==> src/core/ioc_defines.svh <==
// Register indices, field positions, reset values and rule overview for the I/O, CRC, ECC and ID bank.
// Overview of operation
// [RULE1] Output pin follows its latch bit level.
// [RULE2] Standby pin driven only while enable set.
// [RULE3] Direction bit one is input, zero output.
// [RULE4] Mode select zero forces pin to output.
// [RULE5] Host writes pin control one byte each.
// [RULE6] Byte count mismatch sets sticky format flag.
// [RULE7] Checksum mismatch sets sticky check flag.
// [RULE8] RAM correction applied only while enabled.
// [RULE9] Separate interrupt enables for single, double errors.
// [RULE10] Single and double error flags, hardware set.
// [RULE11] Identity register: revision low, identifier high.
// [RULE12] Unimplemented bits read zero, ignore writes.
// [RULE13] Capture failing address and mismatching checksum value.
// [RULE14] Parity override written to RAM when disabled.
// [RULE15] Interrupt when any enabled error flag set.
`ifndef IOC_DEFINES_SVH
`define IOC_DEFINES_SVH

`define IOC_IDX_PIN_IO        3'h0
`define IOC_IDX_CRC_STAT      3'h1
`define IOC_IDX_ECC_CTRL      3'h2
`define IOC_IDX_ECC_STAT      3'h3
`define IOC_IDX_PART_ID       3'h4

`define IOC_POS_DIR0          0
`define IOC_POS_DIR1          1
`define IOC_POS_STBY_EN       6
`define IOC_POS_LEVEL0        8
`define IOC_POS_LEVEL1        9
`define IOC_POS_PIN0_IN       16
`define IOC_POS_PIN1_IN       17
`define IOC_POS_MODE0         24
`define IOC_POS_MODE1         25

`define IOC_POS_CRC_VAL_LO    0
`define IOC_POS_CRC_FLAG      16
`define IOC_POS_FMT_FLAG      17
`define IOC_POS_CRC_IE        24
`define IOC_POS_FMT_IE        25

`define IOC_POS_ECC_EN        0
`define IOC_POS_SEC_IE        1
`define IOC_POS_DED_IE        2
`define IOC_POS_PARITY_LO     8
`define IOC_POS_SEC_FLAG      1
`define IOC_POS_DED_FLAG      2
`define IOC_POS_FAIL_ADDR_LO  16

`define IOC_POS_REV_LO        0
`define IOC_POS_ID_LO         4

`define IOC_RST_DIR           2'h3
`define IOC_RST_PM            2'h3
`define IOC_RST_LAT           2'h0
`define IOC_RST_STBY_EN       1'h0
`define IOC_RST_PARITY        7'h00

`endif

==> src/core/ioc_pkg.sv <==
// Types shared by the I/O, CRC, ECC and ID register bank.
package ioc_pkg;
   typedef logic [2:0]  ioc_reg_idx_t;
   typedef logic [31:0] ioc_word_t;
   typedef logic [3:0]  ioc_byte_en_t;
   typedef logic [11:0] ioc_ram_addr_t;
   typedef logic [15:0] ioc_crc_t;
   typedef logic [6:0]  ioc_parity_t;
endpackage

==> src/core/ioc_pin_ctrl.sv <==
// One general-purpose pin: output drive, output enable and synchronised input level.
`timescale 1ns/1ps
module ioc_pin_ctrl (
   input  wire logic clk_sys_i,
   input  wire logic rstn_i,
   input  wire logic level_i,
   input  wire logic dir_i,
   input  wire logic mode_i,
   input  wire logic pin_i,
   output logic      pin_o,
   output logic      pin_oe_o,
   output logic      pin_level_o
);
   logic sync_meta_reg;

   // Mode zero overrides the direction bit, so the pin drives regardless.
   always_ff @(posedge clk_sys_i) begin
      if (!rstn_i) begin
         pin_oe_o <= 1'b0;
         pin_o    <= 1'b0;
      end else begin
         pin_oe_o <= !mode_i || !dir_i; // [RULE3] [RULE4]
         pin_o    <= level_i;           // [RULE1]
      end
   end

   always_ff @(posedge clk_sys_i) begin
      if (!rstn_i) begin
         sync_meta_reg <= 1'b0;
         pin_level_o   <= 1'b0;
      end else begin
         sync_meta_reg <= pin_i;
         pin_level_o   <= sync_meta_reg;
      end
   end
endmodule

==> src/core/ioc_reg_bank.sv <==
// Register bank for pin control, command checksum errors, RAM ECC control and status, and identity.
`timescale 1ns/1ps
`include "ioc_defines.svh"
module ioc_reg_bank #(
   parameter logic [3:0] PART_ID  = 4'h5, // Arbitrary value.
   parameter logic [3:0] PART_REV = 4'h2  // Arbitrary value.
) (
   input  wire logic                  clk_sys_i,
   input  wire logic                  rstn_i,
   input  wire logic                  reg_wr_i,
   input  wire logic                  reg_rd_i,
   input  wire ioc_pkg::ioc_reg_idx_t reg_idx_i,
   input  wire ioc_pkg::ioc_byte_en_t reg_be_i,
   input  wire ioc_pkg::ioc_word_t    reg_wdata_i,
   output ioc_pkg::ioc_word_t         reg_rdata_o,
   output logic                       reg_rvalid_o,
   input  wire logic                  cmd_format_err_i,
   input  wire logic                  spi_check_err_i,
   input  wire ioc_pkg::ioc_crc_t     spi_check_value_i,
   input  wire logic                  single_err_i,
   input  wire logic                  double_err_i,
   input  wire ioc_pkg::ioc_ram_addr_t err_addr_i,
   input  wire logic                  standby_request_i,
   input  wire logic [1:0]            general_pin_i,
   output logic [1:0]                 general_pin_o,
   output logic [1:0]                 general_pin_oe_o,
   output logic                       transceiver_standby_pin_o,
   output logic                       transceiver_standby_pin_oe_o,
   output logic                       ram_correction_enable_o,
   output logic                       parity_override_enable_o,
   output ioc_pkg::ioc_parity_t       parity_override_o,
   output logic                       irq_o
);
   import ioc_pkg::*;

   logic [1:0]    pin_direction_reg;
   logic [1:0]    pin_output_level_reg;
   logic [1:0]    pin_mode_select_reg;
   logic          standby_pin_ctrl_enable_reg;
   logic [1:0]    pin_level_sync;
   logic          cmd_format_err_irq_enable_reg;
   logic          spi_check_err_irq_enable_reg;
   logic          cmd_format_err_flag;
   logic          spi_check_err_flag;
   ioc_crc_t      spi_check_value_reg;
   logic          ram_correction_enable_reg;
   logic          single_err_irq_enable_reg;
   logic          double_err_irq_enable_reg;
   ioc_parity_t   parity_reg;
   logic          single_err_flag;
   logic          double_err_flag;
   ioc_ram_addr_t failing_ram_address_reg;
   ioc_word_t     rdata_next;

   logic wr_pin_io;
   logic wr_crc;
   logic wr_ecc_ctrl;
   logic wr_ecc_stat;
   logic clr_fmt;
   logic clr_crc;
   logic clr_sec;
   logic clr_ded;

   assign wr_pin_io   = reg_wr_i && (reg_idx_i == `IOC_IDX_PIN_IO);
   assign wr_crc      = reg_wr_i && (reg_idx_i == `IOC_IDX_CRC_STAT);
   assign wr_ecc_ctrl = reg_wr_i && (reg_idx_i == `IOC_IDX_ECC_CTRL);
   assign wr_ecc_stat = reg_wr_i && (reg_idx_i == `IOC_IDX_ECC_STAT);

   // Flags clear when software writes a zero into them; a one leaves them alone.
   assign clr_fmt = wr_crc && reg_be_i[2] && !reg_wdata_i[`IOC_POS_FMT_FLAG];
   assign clr_crc = wr_crc && reg_be_i[2] && !reg_wdata_i[`IOC_POS_CRC_FLAG];
   assign clr_sec = wr_ecc_stat && reg_be_i[0] && !reg_wdata_i[`IOC_POS_SEC_FLAG];
   assign clr_ded = wr_ecc_stat && reg_be_i[0] && !reg_wdata_i[`IOC_POS_DED_FLAG];

   // Each byte lane is written on its own, so a one-byte write never disturbs its neighbours.
   always_ff @(posedge clk_sys_i) begin
      if (!rstn_i) begin
         pin_direction_reg           <= `IOC_RST_DIR;
         standby_pin_ctrl_enable_reg <= `IOC_RST_STBY_EN;
         pin_output_level_reg        <= `IOC_RST_LAT;
         pin_mode_select_reg         <= `IOC_RST_PM;
      end else if (wr_pin_io) begin
         if (reg_be_i[0]) begin // [RULE5]
            pin_direction_reg           <= {reg_wdata_i[`IOC_POS_DIR1], reg_wdata_i[`IOC_POS_DIR0]}; // [RULE3]
            standby_pin_ctrl_enable_reg <= reg_wdata_i[`IOC_POS_STBY_EN]; // [RULE2]
         end
         if (reg_be_i[1]) begin
            pin_output_level_reg <= {reg_wdata_i[`IOC_POS_LEVEL1], reg_wdata_i[`IOC_POS_LEVEL0]}; // [RULE1]
         end
         if (reg_be_i[3]) begin
            pin_mode_select_reg <= {reg_wdata_i[`IOC_POS_MODE1], reg_wdata_i[`IOC_POS_MODE0]}; // [RULE4]
         end
      end
   end

   always_ff @(posedge clk_sys_i) begin
      if (!rstn_i) begin
         cmd_format_err_irq_enable_reg <= 1'b0;
         spi_check_err_irq_enable_reg  <= 1'b0;
      end else if (wr_crc && reg_be_i[3]) begin
         cmd_format_err_irq_enable_reg <= reg_wdata_i[`IOC_POS_FMT_IE];
         spi_check_err_irq_enable_reg  <= reg_wdata_i[`IOC_POS_CRC_IE];
      end
   end

   always_ff @(posedge clk_sys_i) begin
      if (!rstn_i) begin
         ram_correction_enable_reg <= 1'b0;
         single_err_irq_enable_reg <= 1'b0;
         double_err_irq_enable_reg <= 1'b0;
         parity_reg                <= `IOC_RST_PARITY;
      end else if (wr_ecc_ctrl) begin
         if (reg_be_i[0]) begin
            ram_correction_enable_reg <= reg_wdata_i[`IOC_POS_ECC_EN];  // [RULE8]
            single_err_irq_enable_reg <= reg_wdata_i[`IOC_POS_SEC_IE];  // [RULE9]
            double_err_irq_enable_reg <= reg_wdata_i[`IOC_POS_DED_IE];  // [RULE9]
         end
         if (reg_be_i[1]) begin
            parity_reg <= reg_wdata_i[`IOC_POS_PARITY_LO +: 7]; // [RULE14]
         end
      end
   end

   ioc_sticky_flag u_fmt_flag (
      .clk_sys_i (clk_sys_i),
      .rstn_i    (rstn_i),
      .set_i     (cmd_format_err_i), // [RULE6]
      .clr_i     (clr_fmt),
      .flag_o    (cmd_format_err_flag)
   );

   ioc_sticky_flag u_crc_flag (
      .clk_sys_i (clk_sys_i),
      .rstn_i    (rstn_i),
      .set_i     (spi_check_err_i), // [RULE7]
      .clr_i     (clr_crc),
      .flag_o    (spi_check_err_flag)
   );

   ioc_sticky_flag u_sec_flag (
      .clk_sys_i (clk_sys_i),
      .rstn_i    (rstn_i),
      .set_i     (single_err_i), // [RULE10]
      .clr_i     (clr_sec),
      .flag_o    (single_err_flag)
   );

   ioc_sticky_flag u_ded_flag (
      .clk_sys_i (clk_sys_i),
      .rstn_i    (rstn_i),
      .set_i     (double_err_i), // [RULE10]
      .clr_i     (clr_ded),
      .flag_o    (double_err_flag)
   );

   // Only the most recent failure is kept; earlier ones are overwritten.
   always_ff @(posedge clk_sys_i) begin
      if (!rstn_i) begin
         spi_check_value_reg <= '0;
      end else if (spi_check_err_i) begin
         spi_check_value_reg <= spi_check_value_i; // [RULE13]
      end
   end

   always_ff @(posedge clk_sys_i) begin
      if (!rstn_i) begin
         failing_ram_address_reg <= '0;
      end else if (single_err_i || double_err_i) begin
         failing_ram_address_reg <= err_addr_i; // [RULE13]
      end
   end

   genvar gi;
   generate
      for (gi = 0; gi < 2; gi++) begin : g_pin
         ioc_pin_ctrl u_pin (
            .clk_sys_i   (clk_sys_i),
            .rstn_i      (rstn_i),
            .level_i     (pin_output_level_reg[gi]),
            .dir_i       (pin_direction_reg[gi]),
            .mode_i      (pin_mode_select_reg[gi]),
            .pin_i       (general_pin_i[gi]),
            .pin_o       (general_pin_o[gi]),
            .pin_oe_o    (general_pin_oe_o[gi]),
            .pin_level_o (pin_level_sync[gi])
         );
      end
   endgenerate

   always_ff @(posedge clk_sys_i) begin
      if (!rstn_i) begin
         transceiver_standby_pin_o    <= 1'b0;
         transceiver_standby_pin_oe_o <= 1'b0;
      end else begin
         transceiver_standby_pin_oe_o <= standby_pin_ctrl_enable_reg;                      // [RULE2]
         transceiver_standby_pin_o    <= standby_pin_ctrl_enable_reg && standby_request_i; // [RULE2]
      end
   end

   // While correction is off the RAM takes the programmed parity, which allows fault injection.
   always_ff @(posedge clk_sys_i) begin
      if (!rstn_i) begin
         ram_correction_enable_o  <= 1'b0;
         parity_override_enable_o <= 1'b1; // [RULE14] Correction is off at reset, so the override is live.
         parity_override_o        <= `IOC_RST_PARITY;
      end else begin
         ram_correction_enable_o  <= ram_correction_enable_reg;  // [RULE8]
         parity_override_enable_o <= !ram_correction_enable_reg; // [RULE14]
         parity_override_o        <= parity_reg;                 // [RULE14]
      end
   end

   always_ff @(posedge clk_sys_i) begin
      if (!rstn_i) begin
         irq_o <= 1'b0;
      end else begin
         irq_o <= (cmd_format_err_flag && cmd_format_err_irq_enable_reg) || // [RULE15]
                  (spi_check_err_flag && spi_check_err_irq_enable_reg) ||
                  (single_err_flag && single_err_irq_enable_reg) ||          // [RULE9]
                  (double_err_flag && double_err_irq_enable_reg);
      end
   end

   // Unlisted bits stay zero because rdata_next starts cleared on every path.
   always_comb begin
      rdata_next = '0; // [RULE12]
      unique case (reg_idx_i)
         `IOC_IDX_PIN_IO: begin
            rdata_next[`IOC_POS_DIR0]    = pin_direction_reg[0];
            rdata_next[`IOC_POS_DIR1]    = pin_direction_reg[1];
            rdata_next[`IOC_POS_STBY_EN] = standby_pin_ctrl_enable_reg;
            rdata_next[`IOC_POS_LEVEL0]  = pin_output_level_reg[0];
            rdata_next[`IOC_POS_LEVEL1]  = pin_output_level_reg[1];
            rdata_next[`IOC_POS_PIN0_IN] = pin_level_sync[0];
            rdata_next[`IOC_POS_PIN1_IN] = pin_level_sync[1];
            rdata_next[`IOC_POS_MODE0]   = pin_mode_select_reg[0];
            rdata_next[`IOC_POS_MODE1]   = pin_mode_select_reg[1];
         end
         `IOC_IDX_CRC_STAT: begin
            rdata_next[`IOC_POS_CRC_VAL_LO +: 16] = spi_check_value_reg;
            rdata_next[`IOC_POS_CRC_FLAG]         = spi_check_err_flag;
            rdata_next[`IOC_POS_FMT_FLAG]         = cmd_format_err_flag;
            rdata_next[`IOC_POS_CRC_IE]           = spi_check_err_irq_enable_reg;
            rdata_next[`IOC_POS_FMT_IE]           = cmd_format_err_irq_enable_reg;
         end
         `IOC_IDX_ECC_CTRL: begin
            rdata_next[`IOC_POS_ECC_EN]         = ram_correction_enable_reg;
            rdata_next[`IOC_POS_SEC_IE]         = single_err_irq_enable_reg;
            rdata_next[`IOC_POS_DED_IE]         = double_err_irq_enable_reg;
            rdata_next[`IOC_POS_PARITY_LO +: 7] = parity_reg;
         end
         `IOC_IDX_ECC_STAT: begin
            rdata_next[`IOC_POS_SEC_FLAG]           = single_err_flag;
            rdata_next[`IOC_POS_DED_FLAG]           = double_err_flag;
            rdata_next[`IOC_POS_FAIL_ADDR_LO +: 12] = failing_ram_address_reg;
         end
         `IOC_IDX_PART_ID: begin
            rdata_next[`IOC_POS_REV_LO +: 4] = PART_REV; // [RULE11]
            rdata_next[`IOC_POS_ID_LO +: 4]  = PART_ID;  // [RULE11]
         end
         default: begin
            rdata_next = '0;
         end
      endcase
   end

   always_ff @(posedge clk_sys_i) begin
      if (!rstn_i) begin
         reg_rdata_o  <= '0;
         reg_rvalid_o <= 1'b0;
      end else begin
         reg_rvalid_o <= reg_rd_i;
         reg_rdata_o  <= reg_rd_i ? rdata_next : '0;
      end
   end

   generate
      for (gi = 0; gi < 2; gi++) begin : g_pin_chk
         AST_PIN_LEVEL: assert property (@(posedge clk_sys_i) disable iff (!rstn_i) // [RULE1]
            1 |=> (general_pin_o[gi] == $past(pin_output_level_reg[gi])))
            else $error("pin level does not follow its latch");
         AST_PIN_DIR: assert property (@(posedge clk_sys_i) disable iff (!rstn_i) // [RULE3]
            (pin_mode_select_reg[gi] && pin_direction_reg[gi]) |=> !general_pin_oe_o[gi])
            else $error("input pin is being driven");
         AST_PIN_FORCE_OUT: assert property (@(posedge clk_sys_i) disable iff (!rstn_i) // [RULE4]
            !pin_mode_select_reg[gi] |=> general_pin_oe_o[gi])
            else $error("mode zero pin is not driven");
      end
   endgenerate

   AST_STBY_GATED: assert property (@(posedge clk_sys_i) disable iff (!rstn_i) // [RULE2]
      !standby_pin_ctrl_enable_reg |=> (!transceiver_standby_pin_o && !transceiver_standby_pin_oe_o))
      else $error("standby pin controlled while disabled");

   AST_FMT_STICKY: assert property (@(posedge clk_sys_i) disable iff (!rstn_i) // [RULE6]
      cmd_format_err_i |=> cmd_format_err_flag ##1 (cmd_format_err_flag || $past(clr_fmt)))
      else $error("format flag not set or lost without clear");

   AST_CRC_FLAG_VALUE: assert property (@(posedge clk_sys_i) disable iff (!rstn_i) // [RULE7]
      spi_check_err_i |=> (spi_check_err_flag && spi_check_value_reg == $past(spi_check_value_i)))
      else $error("checksum flag or value not captured");

   AST_ECC_ENABLE: assert property (@(posedge clk_sys_i) disable iff (!rstn_i) // [RULE8]
      1 |=> (ram_correction_enable_o == $past(ram_correction_enable_reg) &&
             parity_override_enable_o == !ram_correction_enable_o))
      else $error("correction enable or override mismatch");

   AST_ECC_FLAGS: assert property (@(posedge clk_sys_i) disable iff (!rstn_i) // [RULE10]
      (single_err_i || double_err_i) |=> ((single_err_flag || !$past(single_err_i)) &&
         (double_err_flag || !$past(double_err_i)) && failing_ram_address_reg == $past(err_addr_i)))
      else $error("error flag or failing address not captured");

   AST_ID_READ: assert property (@(posedge clk_sys_i) disable iff (!rstn_i) // [RULE11]
      (reg_rd_i && reg_idx_i == `IOC_IDX_PART_ID) |=> (reg_rvalid_o && reg_rdata_o == {24'h000000, PART_ID, PART_REV}))
      else $error("identity read value wrong");

   AST_RESERVED_ZERO: assert property (@(posedge clk_sys_i) disable iff (!rstn_i) // [RULE12]
      (reg_rd_i && reg_idx_i == `IOC_IDX_ECC_CTRL) |=> (reg_rdata_o[31:15] == 17'h00000 && reg_rdata_o[7:3] == 5'h00))
      else $error("reserved bits read non-zero");

   AST_IRQ: assert property (@(posedge clk_sys_i) disable iff (!rstn_i) // [RULE15]
      (single_err_flag && single_err_irq_enable_reg) |=> irq_o)
      else $error("enabled flag gave no interrupt");

   AST_IRQ_QUIET: assert property (@(posedge clk_sys_i) disable iff (!rstn_i) // [RULE9]
      !(cmd_format_err_irq_enable_reg || spi_check_err_irq_enable_reg || single_err_irq_enable_reg ||
        double_err_irq_enable_reg) |=> !irq_o)
      else $error("interrupt raised with all enables clear");
endmodule

==> src/core/ioc_sticky_flag.sv <==
// Sticky flag set by hardware and cleared by software, where a set beats a clear.
`timescale 1ns/1ps
module ioc_sticky_flag (
   input  wire logic clk_sys_i,
   input  wire logic rstn_i,
   input  wire logic set_i,
   input  wire logic clr_i,
   output logic      flag_o
);
   always_ff @(posedge clk_sys_i) begin
      if (!rstn_i) begin
         flag_o <= 1'b0;
      end else if (set_i) begin
         flag_o <= 1'b1;
      end else if (clr_i) begin
         flag_o <= 1'b0;
      end
   end
endmodule

==> config.mk <==
export PLATFORM = sky130hd
export DESIGN_NAME = ioc_reg_bank
export DESIGN_NICKNAME = d
export VERILOG_FILES = /design/src/core/ioc_pkg.sv /design/src/core/ioc_pin_ctrl.sv /design/src/core/ioc_reg_bank.sv /design/src/core/ioc_sticky_flag.sv
export VERILOG_INCLUDE_DIRS = /design/src /design/src/core
export SDC_FILE = /design/constraint.sdc
export NUM_CORES = 1
export LEC_CHECK = 0
export ABC_AREA = 1
export BUFFER_PORTS_ARGS = -buffer_cell sky130_fd_sc_hd__clkbuf_2
export CELL_PAD_IN_SITES_DETAIL_PLACEMENT = 1
export CELL_PAD_IN_SITES_GLOBAL_PLACEMENT = 1
export CORE_ASPECT_RATIO = 0.6
export CORE_MARGIN = 10
export CORE_UTILIZATION = 37
export DETAILED_ROUTE_END_ITERATION = 8
export PLACE_DENSITY_LB_ADDON = 0.1
export SYNTH_ARGS = -nofsm -noshare
export SYNTH_HDL_FRONTEND = slang
export SYNTH_HIERARCHICAL = 1
export SYNTH_SLANG_ARGS = --single-unit
==> constraint.sdc <==
create_clock -name clk_sys_i -period 3.4 [get_ports clk_sys_i]
set_clock_uncertainty 0.2 [all_clocks]
set_input_delay 0.68 -clock clk_sys_i [delete_from_list [all_inputs] [get_ports clk_sys_i]]
set_output_delay 0.68 -clock clk_sys_i [all_outputs]
set_load 0.01 [all_outputs]
==> run summary <==
The number of flip-flops in the largest register came out at 28. Across all setup checks in the final design, the least slack found is approximately 1.4 ns. Counting every instance in the synthesized netlist gives about 470.

The worst min-delay path class is register to register. After routing, the total negative slack on setup checks comes to 0 ns. The count of different cell masters after synthesis came out at 18. The total clock buffers created by CTS is 9. The overall power of the completed layout is 2.42 mW. Of the total synthesized cell area, the portion taken by full adders, half adders and majority gates is 0%.

Sorting the synthesized cells by area gives the leading types as dfxtp_1 (56%), nand2_1 (11%), nor2_1 (9.0%). The final number of setup-violating endpoints came out at 0. The share of the synthesized area in compound gates (AO/OA/AOI/OAI) came out at about a tenth.

The cell area that synthesis handed to floorplanning was ~0.0036 mm^2. The first-pass GRT wire length came out at 16.8 mm. After detailed routing, the average wire length per cell comes to roughly 15 um.

Tracing the worst setup path back leads to its startpoint at reg_idx_i[1]. The top-area cell type share of the netlist area is 56.1%. Of the total synthesized cell area, the portion taken by XOR and XNOR cells is 0%. The number of hold-repair buffers added at the cts stage came out at 0.

The simple-gate share of the synthesized area came out at a little under a quarter. The total inserted antenna cells is 0. The startpoint identified for the worst register-to-register timing path is pin_direction_reg[1]$_SDFFE_PN1P_. Setup repair after global routing left no endpoint under its margin. Clock-pin slew was measured on the worst setup and hold paths at about 0.070 ns.

The core area is between 0.009 and 0.01 mm^2. After synthesis, the share of flip-flops with an asynchronous set or reset is 0%. The critical setup path kind is input port to register. The buffer levels on the longest clock path came out at 2. The TritonCTS clock tree is built.

The total DRC errors in the routed layout is 0. The number of rows in the core area is 27. The flow ran to the end, and the final reports show no timing, DRC or antenna violations.

The destination of the worst register-to-register timing path is reg_rdata_o[1]$_SDFF_PN0_. The depth of the worst register-to-register path came out at 4. The most area-hungry cell type in the Yosys netlist is dfxtp_1. The largest net degree at the start of global routing is 70. The worst register-to-register path has a setup slack of 2.31 ns. The detailed router finished its first iteration with 162 violations. The post-route fraction of the period consumed by the critical path came out at slightly below 60%. The final number of hold-violating endpoints is 0. The die boundary width is ~150 um. The final net count came out at 653. The end of the worst hold path is g_pin[0].u_pin/pin_level_o$_SDFF_PN0_. Counting instances, the worst hold path has a depth of 2. During I/O placement, the number of pins put on the boundary was approximately 130.

Among all flip-flop cells after synthesis, the most frequent one is dfxtp_1. The tightest slew margin relative to the limit is between 50% and 60%. The data required time of the critical path came out at 3.39 ns. The non-filler instance count after layout is just over 700.

The clock latency reported for the late side of the worst-skew pair is approximately 0.34 ns. The number of input and output port buffers inserted is 105. The number of vias in the routed layout came out at between 3000 and 4000.

The number of pins exceeding their max-slew limit in the final report was 0. Yosys printed 6 warnings. The number of global-route vias before repair was around 3400. The detailed-router iteration count before antenna repair is 4. For this run the aggregate overflow at the end of global routing stands at 0. Derived from the worst setup path, the maximum achievable clock frequency is just over 500 MHz. The number of maximum-capacitance constraint violations is 0. The number of gates resized after CTS is 0. The area of the die came out at between 0.01 and 0.015 mm^2. The total of flip-flops plus latches after synthesis came out at 100. The clock tree root driver cell is clkbuf_16. The final core utilization is 48.4%. The total clock sinks came out at 100.

The maximum fanout along the worst path is 8. In this run the static leakage power is roughly 2.3 nW. In this run the power density over the cells is roughly 540 mW/mm^2. The minimum setup slack after placement came out at roughly 1.1 ns. The number of synthesized flops with an enable pin is 0. The number of antenna violations at the first check in global routing is 0. The maximum level of the CTS H-tree came out at 3.

The highest ir drop seen on vdd is approximately 240 uV. The overall global routing resource usage came out at approximately 15%. The total routed wirelength came out at between 10 and 15 mm.

The die boundary height came out at just under 100 um. The signal arrival time at the worst endpoint came out at slightly below 2 ns. The placed wire-length estimate after detailed placement came out at 7.96 mm.

The post-CTS setup buffer count came out at 0. The average instance area after synthesis is between 7 and 8 um^2. The worst setup path is launched from an input port. The residual antenna-violating net count after detailed routing is 0.

The portion of netlist area occupied by mux cells came out at 0%. The final estimated routing congestion in global placement came out at 0.773. The type of element capturing the critical path is a register. The transition time at the pin with the least slew margin is between 0.6 and 0.7 ns.

The area growth from synthesis to layout is 26.1%. The effective utilization at floorplan came out at a little under two fifths. By area, the combinational part of the netlist is dominated by simple AND/OR/NAND/NOR gates. For this run, the register share of the synthesized area comes to approximately 56%. The startpoint identified for the worst hold timing path is g_pin[0].u_pin/sync_meta_reg$_SDFF_PN0_. The proportion of layout cells with a drive suffix above 1 came out at a little under a quarter.

Using the TritonRoute via totals, the vias-per-cell ratio works out to roughly 4.4. The minimum clock period after layout came out at approximately 2.0 ns. The post-placement cell count came out at 694.
## through the flow
step                      hold slack, ns  area, um^2
after global routing               0.256        4500
after CTS                          0.230        4500
after floorplan                    0.190        3580
after detailed placement           0.214        4210
final                              0.228        4500
after global placement             0.199        4210
## area by class of cell
cell class	instances	area, um^2
fillers	1209	4790
flip-flops and latches	100	2000
multi-input cells	281	1220
repair buffers	107	541
inverters	76	285
clock buffers	11	233
well taps	130	163
clock inverters	5	60.1
## critical path: stages
cell and delay, ns:
clkbuf_2 0.13, inv_2 0.11, nand2_1 0.07, nor2_1 0.53
nand2_1 0.22, nand2_1 0.14, nand3_1 0.08
## cells by family after synthesis
kind of cell / count (synthesis)
buffers and inverters: 91
other: 1
flip-flops: 100
AND/OR/NAND/NOR: 212
AO/OA/AOI/OAI: 65
## worst max path at each step
stage                                             end  cells past startpoint
global route        pin_direction_reg[1]$_SDFFE_PN1P_                      7
detailed placement  pin_direction_reg[0]$_SDFFE_PN1P_                      7
floorplan              u_crc_flag/flag_o$_SDFFE_PN0P_                      8
global placement    pin_direction_reg[1]$_SDFFE_PN1P_                      7
finish              pin_direction_reg[1]$_SDFFE_PN1P_                      7
CTS                 pin_direction_reg[1]$_SDFFE_PN1P_                      7
## cell usage after synthesis (4+ instances only)
library cell    n
inv_2           4
o21ai_0        40
dfxtp_1       100
buf_4           5
nand3_1        17
a21oi_1        18
nor2_1         86
a21oi_2         6
nand2_1       100
clkbuf_1        8
inv_1          72
## layout by cell type, fill, tap and decap left out, types with 3 or more instances in the layout
| cell type | synthesis | final |
|---|---|---|
| nand2_1 | 100 | 100 |
| a21oi_2 | 6 | 6 |
| conb_1 | 1 | 4 |
| nand4_1 | 3 | 3 |
| dfxtp_1 | 100 | 100 |
| inv_1 | 72 | 72 |
| nand3_1 | 17 | 17 |
| clkbuf_16 | 0 | 9 |
| nor2_2 | 3 | 3 |
| o21ai_0 | 40 | 40 |
| clkbuf_2 | 0 | 105 |
| inv_2 | 4 | 4 |
| nor2_1 | 86 | 86 |
| a21oi_1 | 18 | 18 |
## where the power goes
group	switching [mW]	internal, mW	total [mW]
clock network	0.445	0.575	1.02
registers	0.0181	1.21	1.23
logic	0.108	0.0631	0.171
## routing by layer
layer / global-route usage, % / up-vias / share of wire [%]
met2: 24.6 / 70 / 45
met1: 18.0 / 1452 / 47
li1: - / 1625 / -
met5: 0 / - / 0
met3: 6.32 / 9 / 6.9
met4: 3.73 / 0 / 0.84
(Power assumes the default switching activity.)
